File: src/pkg/tda_pkg.sv
// Shared constants and types for the tap delay adjust block.
// Assumes a single 10 MHz clock and a plain register port.
package tda_pkg;
    // Clock and tap timing
    localparam int CLK_PERIOD_NS = 100;
    localparam real TAP_STEP_PS = 12.5;
    localparam int TAP_STEP_FS = int'(TAP_STEP_PS * 1000.0);

    // Widths and counts
    localparam int CODE_W = 8;
    localparam int DYN_W = 7;
    localparam int N_DLL = 2;
    localparam int N_EDGE = 2;
    localparam int N_UNIT = 5;
    localparam int N_EVT = 9;
    localparam int ADDR_W = 4;
    localparam int DATA_W = 32;

    // Unit order on the step, direction and reload ports
    localparam int U_SLICE0 = 0;
    localparam int U_STROBE0 = 2;
    localparam int U_DYN = 4;

    // Master loop lock tracking
    localparam logic [3:0] LOCK_TURNS = 4'h8;
    localparam logic [3:0] SLIP_RUN = 4'hc;

    // Register word indices
    localparam logic [ADDR_W-1:0] REG_CTRL = 4'h0;
    localparam logic [ADDR_W-1:0] REG_FUSE = 4'h1;
    localparam logic [ADDR_W-1:0] REG_DYN_DEFAULT = 4'h2;
    localparam logic [ADDR_W-1:0] REG_STATIC = 4'h3;
    localparam logic [ADDR_W-1:0] REG_DLL_CODES = 4'h4;
    localparam logic [ADDR_W-1:0] REG_SLICE = 4'h5;
    localparam logic [ADDR_W-1:0] REG_STROBE = 4'h6;
    localparam logic [ADDR_W-1:0] REG_DATA = 4'h7;
    localparam logic [ADDR_W-1:0] REG_IRQ_STATUS = 4'h8;
    localparam logic [ADDR_W-1:0] REG_IRQ_MASK = 4'h9;

    // Control field positions
    localparam int CTRL_SLICE_SEL = 0;
    localparam int CTRL_STROBE_SEL = 2;
    localparam int CTRL_DLL_EN = 4;
    localparam int CTRL_W = 6;

    // Status and interrupt bit positions
    localparam int EVT_LIMIT = 0;
    localparam int EVT_LOCK = 5;
    localparam int EVT_UNLOCK = 7;

    // Reset values
    localparam logic [CTRL_W-1:0] CTRL_RST = 6'h3c;
    localparam logic [CODE_W-1:0] FUSE_RST = 8'h00;
    localparam logic [DYN_W-1:0] DYN_DEFAULT_RST = 7'h40;
    localparam logic [DYN_W-1:0] STATIC_RST = 7'h00;
    localparam logic [CODE_W-1:0] DLL_CODE_RST = 8'h40;

    typedef struct packed {
        logic [CODE_W-1:0] setting;
        logic limit;
    } tda_tap_t;

    typedef struct packed {
        logic [ADDR_W-1:0] addr;
        logic [DATA_W-1:0] wdata;
        logic wr;
        logic rd;
    } tda_req_t;
endpackage

File: src/hw/tda_delay_top.sv
// Top of the tap delay control block: two master loops, two clock slices,
// two strobe buffers, one dynamic and one static data delay, and a
// register port with sticky interrupts.
// Assumes step, direction and reload come from fabric logic on clk.
//
// Our own choices: the register offsets and the strobed register port.
`timescale 1ns/1ps
module tda_delay_top (
    // Clock and reset
    input wire logic clk,
    input wire logic reset_n,
    // Register port
    input wire logic [tda_pkg::ADDR_W-1:0] reg_addr,
    input wire logic [tda_pkg::DATA_W-1:0] reg_wdata,
    input wire logic reg_wr,
    input wire logic reg_rd,
    output logic [tda_pkg::DATA_W-1:0] reg_rdata,
    // Master loop phase detector pins
    input wire logic [tda_pkg::N_DLL-1:0] dll_phase_lead,
    // Fabric nudge controls, one bit per unit
    input wire logic [tda_pkg::N_UNIT-1:0] tap_step,
    input wire logic [tda_pkg::N_UNIT-1:0] tap_dir,
    input wire logic [tda_pkg::N_UNIT-1:0] delay_reload_n,
    // Delay settings to the delay lines
    output logic [tda_pkg::N_EDGE-1:0][tda_pkg::CODE_W-1:0] slice_setting,
    output logic [tda_pkg::N_EDGE-1:0][tda_pkg::CODE_W-1:0] strobe_setting,
    output logic [tda_pkg::DYN_W-1:0] dyn_data_setting,
    output logic [tda_pkg::DYN_W-1:0] static_data_setting,
    // Status
    output logic [tda_pkg::N_UNIT-1:0] tap_limit_flag,
    output logic [tda_pkg::N_DLL-1:0] dll_locked,
    output logic irq
);
    localparam int CW = tda_pkg::CODE_W;
    localparam int DW = tda_pkg::DYN_W;
    localparam logic [CW-1:0] CODE_MAX = {CW{1'b1}};

    tda_pkg::tda_req_t req;
    logic [tda_pkg::CTRL_W-1:0] ctrl_q;
    logic [CW-1:0] fuse_q;
    logic [DW-1:0] dyn_default_q;
    logic [DW-1:0] static_q;
    logic [tda_pkg::N_EVT-1:0] irq_status_q;
    logic [tda_pkg::N_EVT-1:0] irq_mask_q;
    logic [tda_pkg::N_EVT-1:0] evt;
    logic [tda_pkg::N_DLL-1:0][CW-1:0] dll_code;
    logic [tda_pkg::N_DLL-1:0] dll_lock_now;
    logic [tda_pkg::N_DLL-1:0] dll_lock_d1_q;
    logic [tda_pkg::N_UNIT-1:0] limit_now;
    logic [tda_pkg::N_UNIT-1:0] limit_d1_q;
    tda_pkg::tda_tap_t [tda_pkg::N_EDGE-1:0] slice_tap;
    tda_pkg::tda_tap_t [tda_pkg::N_EDGE-1:0] strobe_tap;
    logic [tda_pkg::N_EDGE-1:0][CW-1:0] slice_base;
    logic [tda_pkg::N_EDGE-1:0][CW-1:0] strobe_base;
    logic [DW-1:0] dyn_now;
    logic dyn_limit;
    logic [tda_pkg::DATA_W-1:0] rdata_d;

    // Code picked by an edge from either corner loop
    function automatic logic [CW-1:0] pick(
        input logic [tda_pkg::N_DLL-1:0][CW-1:0] codes,
        input logic sel
    );
        pick = sel ? codes[1] : codes[0];
    endfunction

    // Master code plus signed fuse trim, clipped to the slice range
    function automatic logic [CW-1:0] trim(
        input logic [CW-1:0] code,
        input logic [CW-1:0] adj
    );
        logic signed [CW+1:0] sum;
        sum = $signed({2'b00, code}) + $signed({{2{adj[CW-1]}}, adj});
        if (sum < 0) begin
            trim = '0;
        end else if (sum > $signed({2'b00, CODE_MAX})) begin
            trim = CODE_MAX;
        end else begin
            trim = sum[CW-1:0];
        end
    endfunction

    function automatic logic wr_hit(
        input tda_pkg::tda_req_t r,
        input logic [tda_pkg::ADDR_W-1:0] a
    );
        wr_hit = r.wr && (r.addr == a);
    endfunction

    assign req = '{addr: reg_addr, wdata: reg_wdata, wr: reg_wr, rd: reg_rd};

    // Master loops, one per bottom corner
    for (genvar i = 0; i < tda_pkg::N_DLL; i++) begin : g_dll
        tda_master_dll u_master_delay_lock_loop (
            .clk(clk),
            .reset_n(reset_n),
            .enable(ctrl_q[tda_pkg::CTRL_DLL_EN + i]),
            .phase_lead(dll_phase_lead[i]),
            .code_q(dll_code[i]),
            .locked_q(dll_lock_now[i])
        );
    end

    // Clock slices and strobe buffers, one of each per edge
    for (genvar e = 0; e < tda_pkg::N_EDGE; e++) begin : g_edge
        assign slice_base[e] = trim(
            pick(dll_code, ctrl_q[tda_pkg::CTRL_SLICE_SEL + e]),
            fuse_q);
        assign strobe_base[e] = pick(dll_code,
            ctrl_q[tda_pkg::CTRL_STROBE_SEL + e]);

        tda_tap_ctrl #(.W(CW)) u_clock_delay_slice (
            .clk(clk),
            .reset_n(reset_n),
            .reload_n(delay_reload_n[tda_pkg::U_SLICE0 + e]),
            .base(slice_base[e]),
            .step(tap_step[tda_pkg::U_SLICE0 + e]),
            .dir(tap_dir[tda_pkg::U_SLICE0 + e]),
            .setting(slice_tap[e].setting),
            .at_limit(slice_tap[e].limit)
        );

        tda_tap_ctrl #(.W(CW)) u_strobe_delay_buffer (
            .clk(clk),
            .reset_n(reset_n),
            .reload_n(delay_reload_n[tda_pkg::U_STROBE0 + e]),
            .base(strobe_base[e]),
            .step(tap_step[tda_pkg::U_STROBE0 + e]),
            .dir(tap_dir[tda_pkg::U_STROBE0 + e]),
            .setting(strobe_tap[e].setting),
            .at_limit(strobe_tap[e].limit)
        );

        assign limit_now[tda_pkg::U_SLICE0 + e] = slice_tap[e].limit;
        assign limit_now[tda_pkg::U_STROBE0 + e] = strobe_tap[e].limit;
    end

    // Dynamic data delay: 128 positions from a software default
    tda_tap_ctrl #(.W(DW)) u_dynamic_data_delay (
        .clk(clk),
        .reset_n(reset_n),
        .reload_n(delay_reload_n[tda_pkg::U_DYN]),
        .base(dyn_default_q),
        .step(tap_step[tda_pkg::U_DYN]),
        .dir(tap_dir[tda_pkg::U_DYN]),
        .setting(dyn_now),
        .at_limit(dyn_limit)
    );
    assign limit_now[tda_pkg::U_DYN] = dyn_limit;

    // Outputs registered; reload reaches the lines one cycle later
    always_ff @(posedge clk or negedge reset_n) begin
        if (!reset_n) begin
            slice_setting <= '0;
            strobe_setting <= '0;
            dyn_data_setting <= '0;
            static_data_setting <= '0;
            tap_limit_flag <= '0;
            dll_locked <= '0;
        end else begin
            for (int e = 0; e < tda_pkg::N_EDGE; e++) begin
                slice_setting[e] <= slice_tap[e].setting;
                strobe_setting[e] <= strobe_tap[e].setting;
            end
            dyn_data_setting <= dyn_now;
            static_data_setting <= static_q;
            tap_limit_flag <= limit_now;
            dll_locked <= dll_lock_now;
        end
    end

    // Control registers
    always_ff @(posedge clk or negedge reset_n) begin
        if (!reset_n) begin
            ctrl_q <= tda_pkg::CTRL_RST;
            fuse_q <= tda_pkg::FUSE_RST;
            dyn_default_q <= tda_pkg::DYN_DEFAULT_RST;
            static_q <= tda_pkg::STATIC_RST;
            irq_mask_q <= '0;
        end else begin
            if (wr_hit(req, tda_pkg::REG_CTRL)) begin
                ctrl_q <= req.wdata[tda_pkg::CTRL_W-1:0];
            end
            if (wr_hit(req, tda_pkg::REG_FUSE)) begin
                fuse_q <= req.wdata[CW-1:0];
            end
            if (wr_hit(req, tda_pkg::REG_DYN_DEFAULT)) begin
                dyn_default_q <= req.wdata[DW-1:0];
            end
            if (wr_hit(req, tda_pkg::REG_STATIC)) begin
                static_q <= req.wdata[DW-1:0];
            end
            if (wr_hit(req, tda_pkg::REG_IRQ_MASK)) begin
                irq_mask_q <= req.wdata[tda_pkg::N_EVT-1:0];
            end
        end
    end

    // Events: a flag newly raised, a loop gaining or losing lock
    assign evt = {dll_lock_d1_q & ~dll_lock_now,
                  dll_lock_now & ~dll_lock_d1_q,
                  limit_now & ~limit_d1_q};

    always_ff @(posedge clk or negedge reset_n) begin
        if (!reset_n) begin
            limit_d1_q <= '0;
            dll_lock_d1_q <= '0;
        end else begin
            limit_d1_q <= limit_now;
            dll_lock_d1_q <= dll_lock_now;
        end
    end

    // Sticky status, write one to clear; a new event beats the clear
    always_ff @(posedge clk or negedge reset_n) begin
        if (!reset_n) begin
            irq_status_q <= '0;
        end else if (wr_hit(req, tda_pkg::REG_IRQ_STATUS)) begin
            irq_status_q <= (irq_status_q &
                ~req.wdata[tda_pkg::N_EVT-1:0]) | evt;
        end else begin
            irq_status_q <= irq_status_q | evt;
        end
    end

    always_ff @(posedge clk or negedge reset_n) begin
        if (!reset_n) begin
            irq <= 1'b0;
        end else begin
            irq <= |((irq_status_q | evt) & irq_mask_q);
        end
    end

    // Read mux; unmapped addresses read zero
    always_comb begin
        rdata_d = '0;
        case (req.addr)
            tda_pkg::REG_CTRL: rdata_d[tda_pkg::CTRL_W-1:0] = ctrl_q;
            tda_pkg::REG_FUSE: rdata_d[CW-1:0] = fuse_q;
            tda_pkg::REG_DYN_DEFAULT: rdata_d[DW-1:0] = dyn_default_q;
            tda_pkg::REG_STATIC: rdata_d[DW-1:0] = static_q;
            tda_pkg::REG_DLL_CODES: begin
                rdata_d[2*CW-1:0] = {dll_code[1], dll_code[0]};
                rdata_d[2*CW +: tda_pkg::N_DLL] = dll_lock_now;
            end
            tda_pkg::REG_SLICE: begin
                rdata_d[2*CW-1:0] = {slice_tap[1].setting,
                                     slice_tap[0].setting};
            end
            tda_pkg::REG_STROBE: begin
                rdata_d[2*CW-1:0] = {strobe_tap[1].setting,
                                     strobe_tap[0].setting};
            end
            tda_pkg::REG_DATA: begin
                // Delay in femtoseconds spares software the multiply
                rdata_d[DW-1:0] = dyn_now;
                rdata_d[tda_pkg::DATA_W-1:CW] = 24'(
                    int'(dyn_now) * tda_pkg::TAP_STEP_FS);
                rdata_d[DW] = 1'b0;
            end
            tda_pkg::REG_IRQ_STATUS: rdata_d[tda_pkg::N_EVT-1:0] = irq_status_q;
            tda_pkg::REG_IRQ_MASK: rdata_d[tda_pkg::N_EVT-1:0] = irq_mask_q;
            default: rdata_d = '0;
        endcase
    end

    // Read data stands only in the cycle after the strobe
    always_ff @(posedge clk or negedge reset_n) begin
        if (!reset_n) begin
            reg_rdata <= '0;
        end else if (req.rd) begin
            reg_rdata <= rdata_d;
        end else begin
            reg_rdata <= '0;
        end
    end
endmodule // tda_delay_top

File: src/hw/tda_master_dll.sv
// Master delay lock loop: steps a quarter-period code from a phase pin.
// Assumes the phase pin comes from an analog detector, not this clock.
`timescale 1ns/1ps
module tda_master_dll (
    // Clock and reset
    input wire logic clk,
    input wire logic reset_n,
    // Control and phase detector pin
    input wire logic enable,
    input wire logic phase_lead,
    // Code and lock state
    output logic [tda_pkg::CODE_W-1:0] code_q,
    output logic locked_q
);
    logic [2:0] sync_q;
    logic lead_q;
    logic last_dir_q;
    logic [3:0] turns_q;
    logic [3:0] run_q;

    // Three stages; a change counts once the last two agree
    always_ff @(posedge clk or negedge reset_n) begin
        if (!reset_n) begin
            sync_q <= '0;
            lead_q <= 1'b0;
        end else begin
            sync_q <= {sync_q[1:0], phase_lead};
            if (sync_q[1] == sync_q[2]) begin
                lead_q <= sync_q[2];
            end
        end
    end

    // Replica chain of four stages; lead means the chain is too short
    always_ff @(posedge clk or negedge reset_n) begin
        if (!reset_n) begin
            code_q <= tda_pkg::DLL_CODE_RST;
        end else if (enable) begin
            if (lead_q && code_q != '1) begin
                code_q <= code_q + 1'b1;
            end else if (!lead_q && code_q != '0) begin
                code_q <= code_q - 1'b1;
            end
        end
    end

    // Lock once the code dithers, lose it on a long one-way run
    always_ff @(posedge clk or negedge reset_n) begin
        if (!reset_n) begin
            last_dir_q <= 1'b0;
            turns_q <= '0;
            run_q <= '0;
            locked_q <= 1'b0;
        end else if (!enable) begin
            turns_q <= '0;
            run_q <= '0;
            locked_q <= 1'b0;
        end else begin
            last_dir_q <= lead_q;
            if (lead_q != last_dir_q) begin
                run_q <= '0;
                if (turns_q != tda_pkg::LOCK_TURNS) begin
                    turns_q <= turns_q + 1'b1;
                end else begin
                    locked_q <= 1'b1;
                end
            end else if (run_q != tda_pkg::SLIP_RUN) begin
                run_q <= run_q + 1'b1;
            end else begin
                turns_q <= '0;
                locked_q <= 1'b0;
            end
        end
    end
endmodule // tda_master_dll

File: src/hw/tda_tap_ctrl.sv
// Tap setting with step nudging, saturation and asynchronous reload.
// Assumes step, dir and reload_n come from logic on the same clock.
`timescale 1ns/1ps
module tda_tap_ctrl #(
    parameter int W = 8
) (
    // Clock and resets
    input wire logic clk,
    input wire logic reset_n,
    input wire logic reload_n,
    // Base value and nudge controls
    input wire logic [W-1:0] base,
    input wire logic step,
    input wire logic dir,
    // Current setting
    output logic [W-1:0] setting,
    output logic at_limit
);
    localparam logic [W-1:0] MAXV = {W{1'b1}};

    logic signed [W+1:0] off_q;
    logic rst_all_n;

    function automatic logic [W-1:0] clip(input logic signed [W+1:0] v);
        if (v < 0) begin
            clip = '0;
        end else if (v > $signed({2'b00, MAXV})) begin
            clip = MAXV;
        end else begin
            clip = v[W-1:0];
        end
    endfunction

    // Reload clears only the offset, so no signal is loaded under reset
    assign rst_all_n = reset_n & reload_n;
    assign setting = clip($signed({2'b00, base}) + off_q);
    assign at_limit = (setting == '0) || (setting == MAXV);

    always_ff @(posedge clk or negedge rst_all_n) begin
        if (!rst_all_n) begin
            off_q <= '0;
        end else if (step) begin
            // Low steps up, high steps down; never past a bound
            if (!dir && setting != MAXV) begin
                off_q <= off_q + 1'b1;
            end else if (dir && setting != '0) begin
                off_q <= off_q - 1'b1;
            end
        end
    end
endmodule // tda_tap_ctrl

File: config.mk
export PLATFORM = sky130hd
export DESIGN_NAME = tda_delay_top
export DESIGN_NICKNAME = d
export VERILOG_FILES = /design/src/pkg/tda_pkg.sv /design/src/hw/tda_delay_top.sv /design/src/hw/tda_master_dll.sv /design/src/hw/tda_tap_ctrl.sv
export SDC_FILE = /design/constraint.sdc
export NUM_CORES = 1
export LEC_CHECK = 0
export BUFFER_PORTS_ARGS = -buffer_cell sky130_fd_sc_hd__buf_4
export CAP_MARGIN = 15
export CORE_ASPECT_RATIO = 1.1
export CORE_MARGIN = 2
export CORE_UTILIZATION = 40
export DETAILED_ROUTE_END_ITERATION = 8
export PLACE_DENSITY = 0.66
export SYNTH_ARGS = -nofsm -noshare
export SYNTH_HDL_FRONTEND = slang
export SYNTH_SLANG_ARGS = --single-unit
File: constraint.sdc
create_clock -name clk -period 10.3 [get_ports clk]
set_input_delay 1.545 -clock clk [delete_from_list [all_inputs] [get_ports clk]]
set_output_delay 1.545 -clock clk [all_outputs]
set_load 0.05 [all_outputs]
==> flow_summary.json <==
{
  "yosysWarnings": 0,
  "grt_max_degree": 71,
  "gr-usage-met3_pct": 2.26,
  "drv_slew": 0,
  "drive_above_1_share_pct": 18.0,
  "synth_mux_area_share_pct": 8.86,
  "cts_root_buf": "clkbuf_16",
  "cts_resized": 0,
  "first_global_vias": 12700,
  "cp_slowest_stage_delay_ns": 0.57,
  "io_buffers": 116,
  "wirelength_um": 41500,
  "top_level_ports": 143,
  "crit_top_cell": "a21oi_1",
  "layout_commonest_cell": "dfrtp_1",
  "crit_family": "compound AO/OA/AOI/OAI gates",
  "htreeDepth": 1,
  "fin_crit_ns": 7.99,
  "use_met2_pct": 36.0,
  "r2r_cells": 29,
  "ant_nets": 0,
  "r2r_start": "ctrl_q[0]$_DFFE_PN0P_",
  "postSynthAreaPerCell_um2": 9.96,
  "path_class": "flop to flop",
  "grt_overflow": 0,
  "cts_tree": "done",
  "die_w_um": 194,
  "max_slew_margin_pct": 23.9,
  "ys.flop_type": "dfrtp_1",
  "synth-simple-area-share_pct": 11.5,
  "slowest_stage": "dfrtp_1",
  "min_delay_path_depth": 0,
  "finalCritPeriodShare_pct": 77.6,
  "setup_viol": 0,
  "num_antenna_cells": 0,
  "rows": 76,
  "drc": 0,
  "synth-seq-area-share_pct": 35.0,
  "first_pass_iters": 5,
  "hold_viol": 0,
  "worstPathArrival_ns": 8.41,
  "cts_made_buffers": 25,
  "core_area_um2": 39200,
  "run_status": "finished, final reports clean",
  "vias": 12500,
  "clk_latency_ns": 0.54,
  "synthCells": 1597,
  "cp_max_fo": 15,
  "cts_hold_buf": 0,
  "clock_skew_ns": 0.0104,
  "hold_start": "g_dll[0].u_master_delay_lock_loop.sync_q[0]$_DFF_PN0_",
  "track_usage_pct": 20.0,
  "critPathLaunchType": "flop",
  "rsz0062_at_grt": "no",
  "async_flop_share_pct": 100,
  "initialDrtViolationCount": 750,
  "avgRoutedWirePerCell_um": 18.6,
  "crit_cells": 29,
  "startpoint": "ctrl_q[0]$_DFFE_PN0P_",
  "yosys.area_share.xor_xnor_pct": 6.88,
  "max-clock-path-buffers": 3,
  "syn_to_final_growth_pct": 14.8,
  "start_util_pct": 40.6,
  "gp_congestion": 0.926,
  "mostFrequentLayoutCells": "dfrtp_1, ha_1, buf_4",
  "finalSetupTns_ns": 0,
  "hpwl_um": 32000,
  "die_y_um": 213,
  "cap_violations": 0,
  "crit_path_end_kind": "flop",
  "synthDistinctLibCells": 87,
  "synth_compound_area_share_pct": 18.5,
  "synth_edf_count": 0,
  "synth-adder-area-share_pct": 16.1,
  "syn-cell-area_um2": 15900,
  "die_area_um2": 41400,
  "numClockSinks": 222,
  "antenna_found_initial": 0,
  "cp_num_buf_inv": 2,
  "critPathRequiredTime_ns": 10.72,
  "path_clk_slew_ns": 0.07,
  "tightestPinTransition_ns": 1.13,
  "grt_pass1_wl_um": 66700,
  "post_cts_buffers": 0,
  "grt_util_met1_pct": 24.6,
  "synth_seq_cells": 222,
  "grt-busiest-layer": "met2",
  "hp-class": "flop to flop",
  "synth_top_family_by_area": "compound AO/OA/AOI/OAI gates",
  "fin_nets": 1960,
  "fmax_mhz": 125,
  "viasPerCell": 5.60
}
==> synth_stat cells (16+ instances only) <==
master	instances	area share [%]
a21o_1	49	2.3
dfrtp_1	215	34
fa_1	21	2.6
ha_1	169	13
mux2i_1	16	1.0
a21oi_1	96	3.0
nand4_1	16	0.63
nor2_1	112	2.6
mux2_2	110	7.8
clkbuf_1	31	0.73
nand2_1	84	2.0
xnor2_1	68	3.7
o21ai_0	73	2.3
nor3_1	27	0.85
xor2_1	57	3.1
nor2b_1	28	1.1
inv_1	89	2.1
o21a_1	37	1.7
nand3_1	29	0.91
==> per-stage QoR <==
stage | std cells | util, % | cell area [um^2] | setup slack (ns) | hold slack (ns)
2_1_floorplan | 1599 | - | 15900 | 3.19 | 0.331
3_3_place_gp | 2190 | 44.2 | 17300 | 2.22 | 0.335
3_5_place_dp | 2190 | 44.2 | 17300 | 2.12 | 0.335
4_1_cts | 2235 | 46.6 | 18300 | 2.11 | 0.349
5_1_grt | 2238 | 46.6 | 18300 | 1.54 | 0.356
6_report | 2238 | 46.6 | 18300 | 2.31 | 0.348
==> kinds of logic (layout without fill, tap and decap cells) <==
group	Yosys count	in the layout
AOI/OAI and AO/OA	423	423
xor gates and xnor gates	125	125
adders and majority gates	192	192
buffers and inverters	129	261
DFF	222	222
muxes	127	127
other	1	3
and+or+nand+nor	378	378
==> cell type report <==
type	count	area, um^2
clock buffers	31	688
clock inverters	14	239
fillers	3639	20900
inverters	90	338
multi-input cells	1248	9860
flip-flops and latches	222	5560
well taps	507	634
repair buffers	126	947
==> state kept, by name, summed over array words and instances (netlist names), 8 cells and up <==
signal / count
g_dll.u_master_delay_lock_loop.turns_q: 8
g_edge.u_clock_delay_slice.off_q: 20
reg_rdata: 29
fuse_q: 8
g_dll.u_master_delay_lock_loop.run_q: 8
irq_status_q: 9
g_edge.u_strobe_delay_buffer.off_q: 20
g_dll.u_master_delay_lock_loop.code_q: 16
irq_mask_q: 9
strobe_setting: 16
slice_setting: 16
u_dynamic_data_delay.off_q: 9
==> metal layers <==
layer / up-vias / part of all wire [%]
li1: 6058 / -
met1: 6145 / 42
met2: 248 / 50
met3: 75 / 3.8
met4: 0 / 3.4
met5: - / 0
==> path summary, 6_finish.rpt <==
| check | to | slack, ns |
|---|---|---|
| max | g_edge[0].u_clock_delay_slice.off_q[9]$_DFFE_PN0P_ | 2.31 |
| min | g_dll[0].u_master_delay_lock_loop.sync_q[1]$_DFF_PN0_ | 0.35 |
| max reg2reg | g_edge[0].u_clock_delay_slice.off_q[9]$_DFFE_PN0P_ | 2.31 |
| min reg2reg | g_dll[0].u_master_delay_lock_loop.sync_q[1]$_DFF_PN0_ | 0.35 |
| max in group asynchronous | g_edge[0].u_clock_delay_slice.off_q[7]$_DFFE_PN0P_ | 7.65 |
| min in group asynchronous | reg_rdata[24]$_DFF_PN0_ | 1.01 |
Power is left out: the tool's default activity adds up to more than one toggle a clock period on the data nets, which glitch-free logic cannot reach.
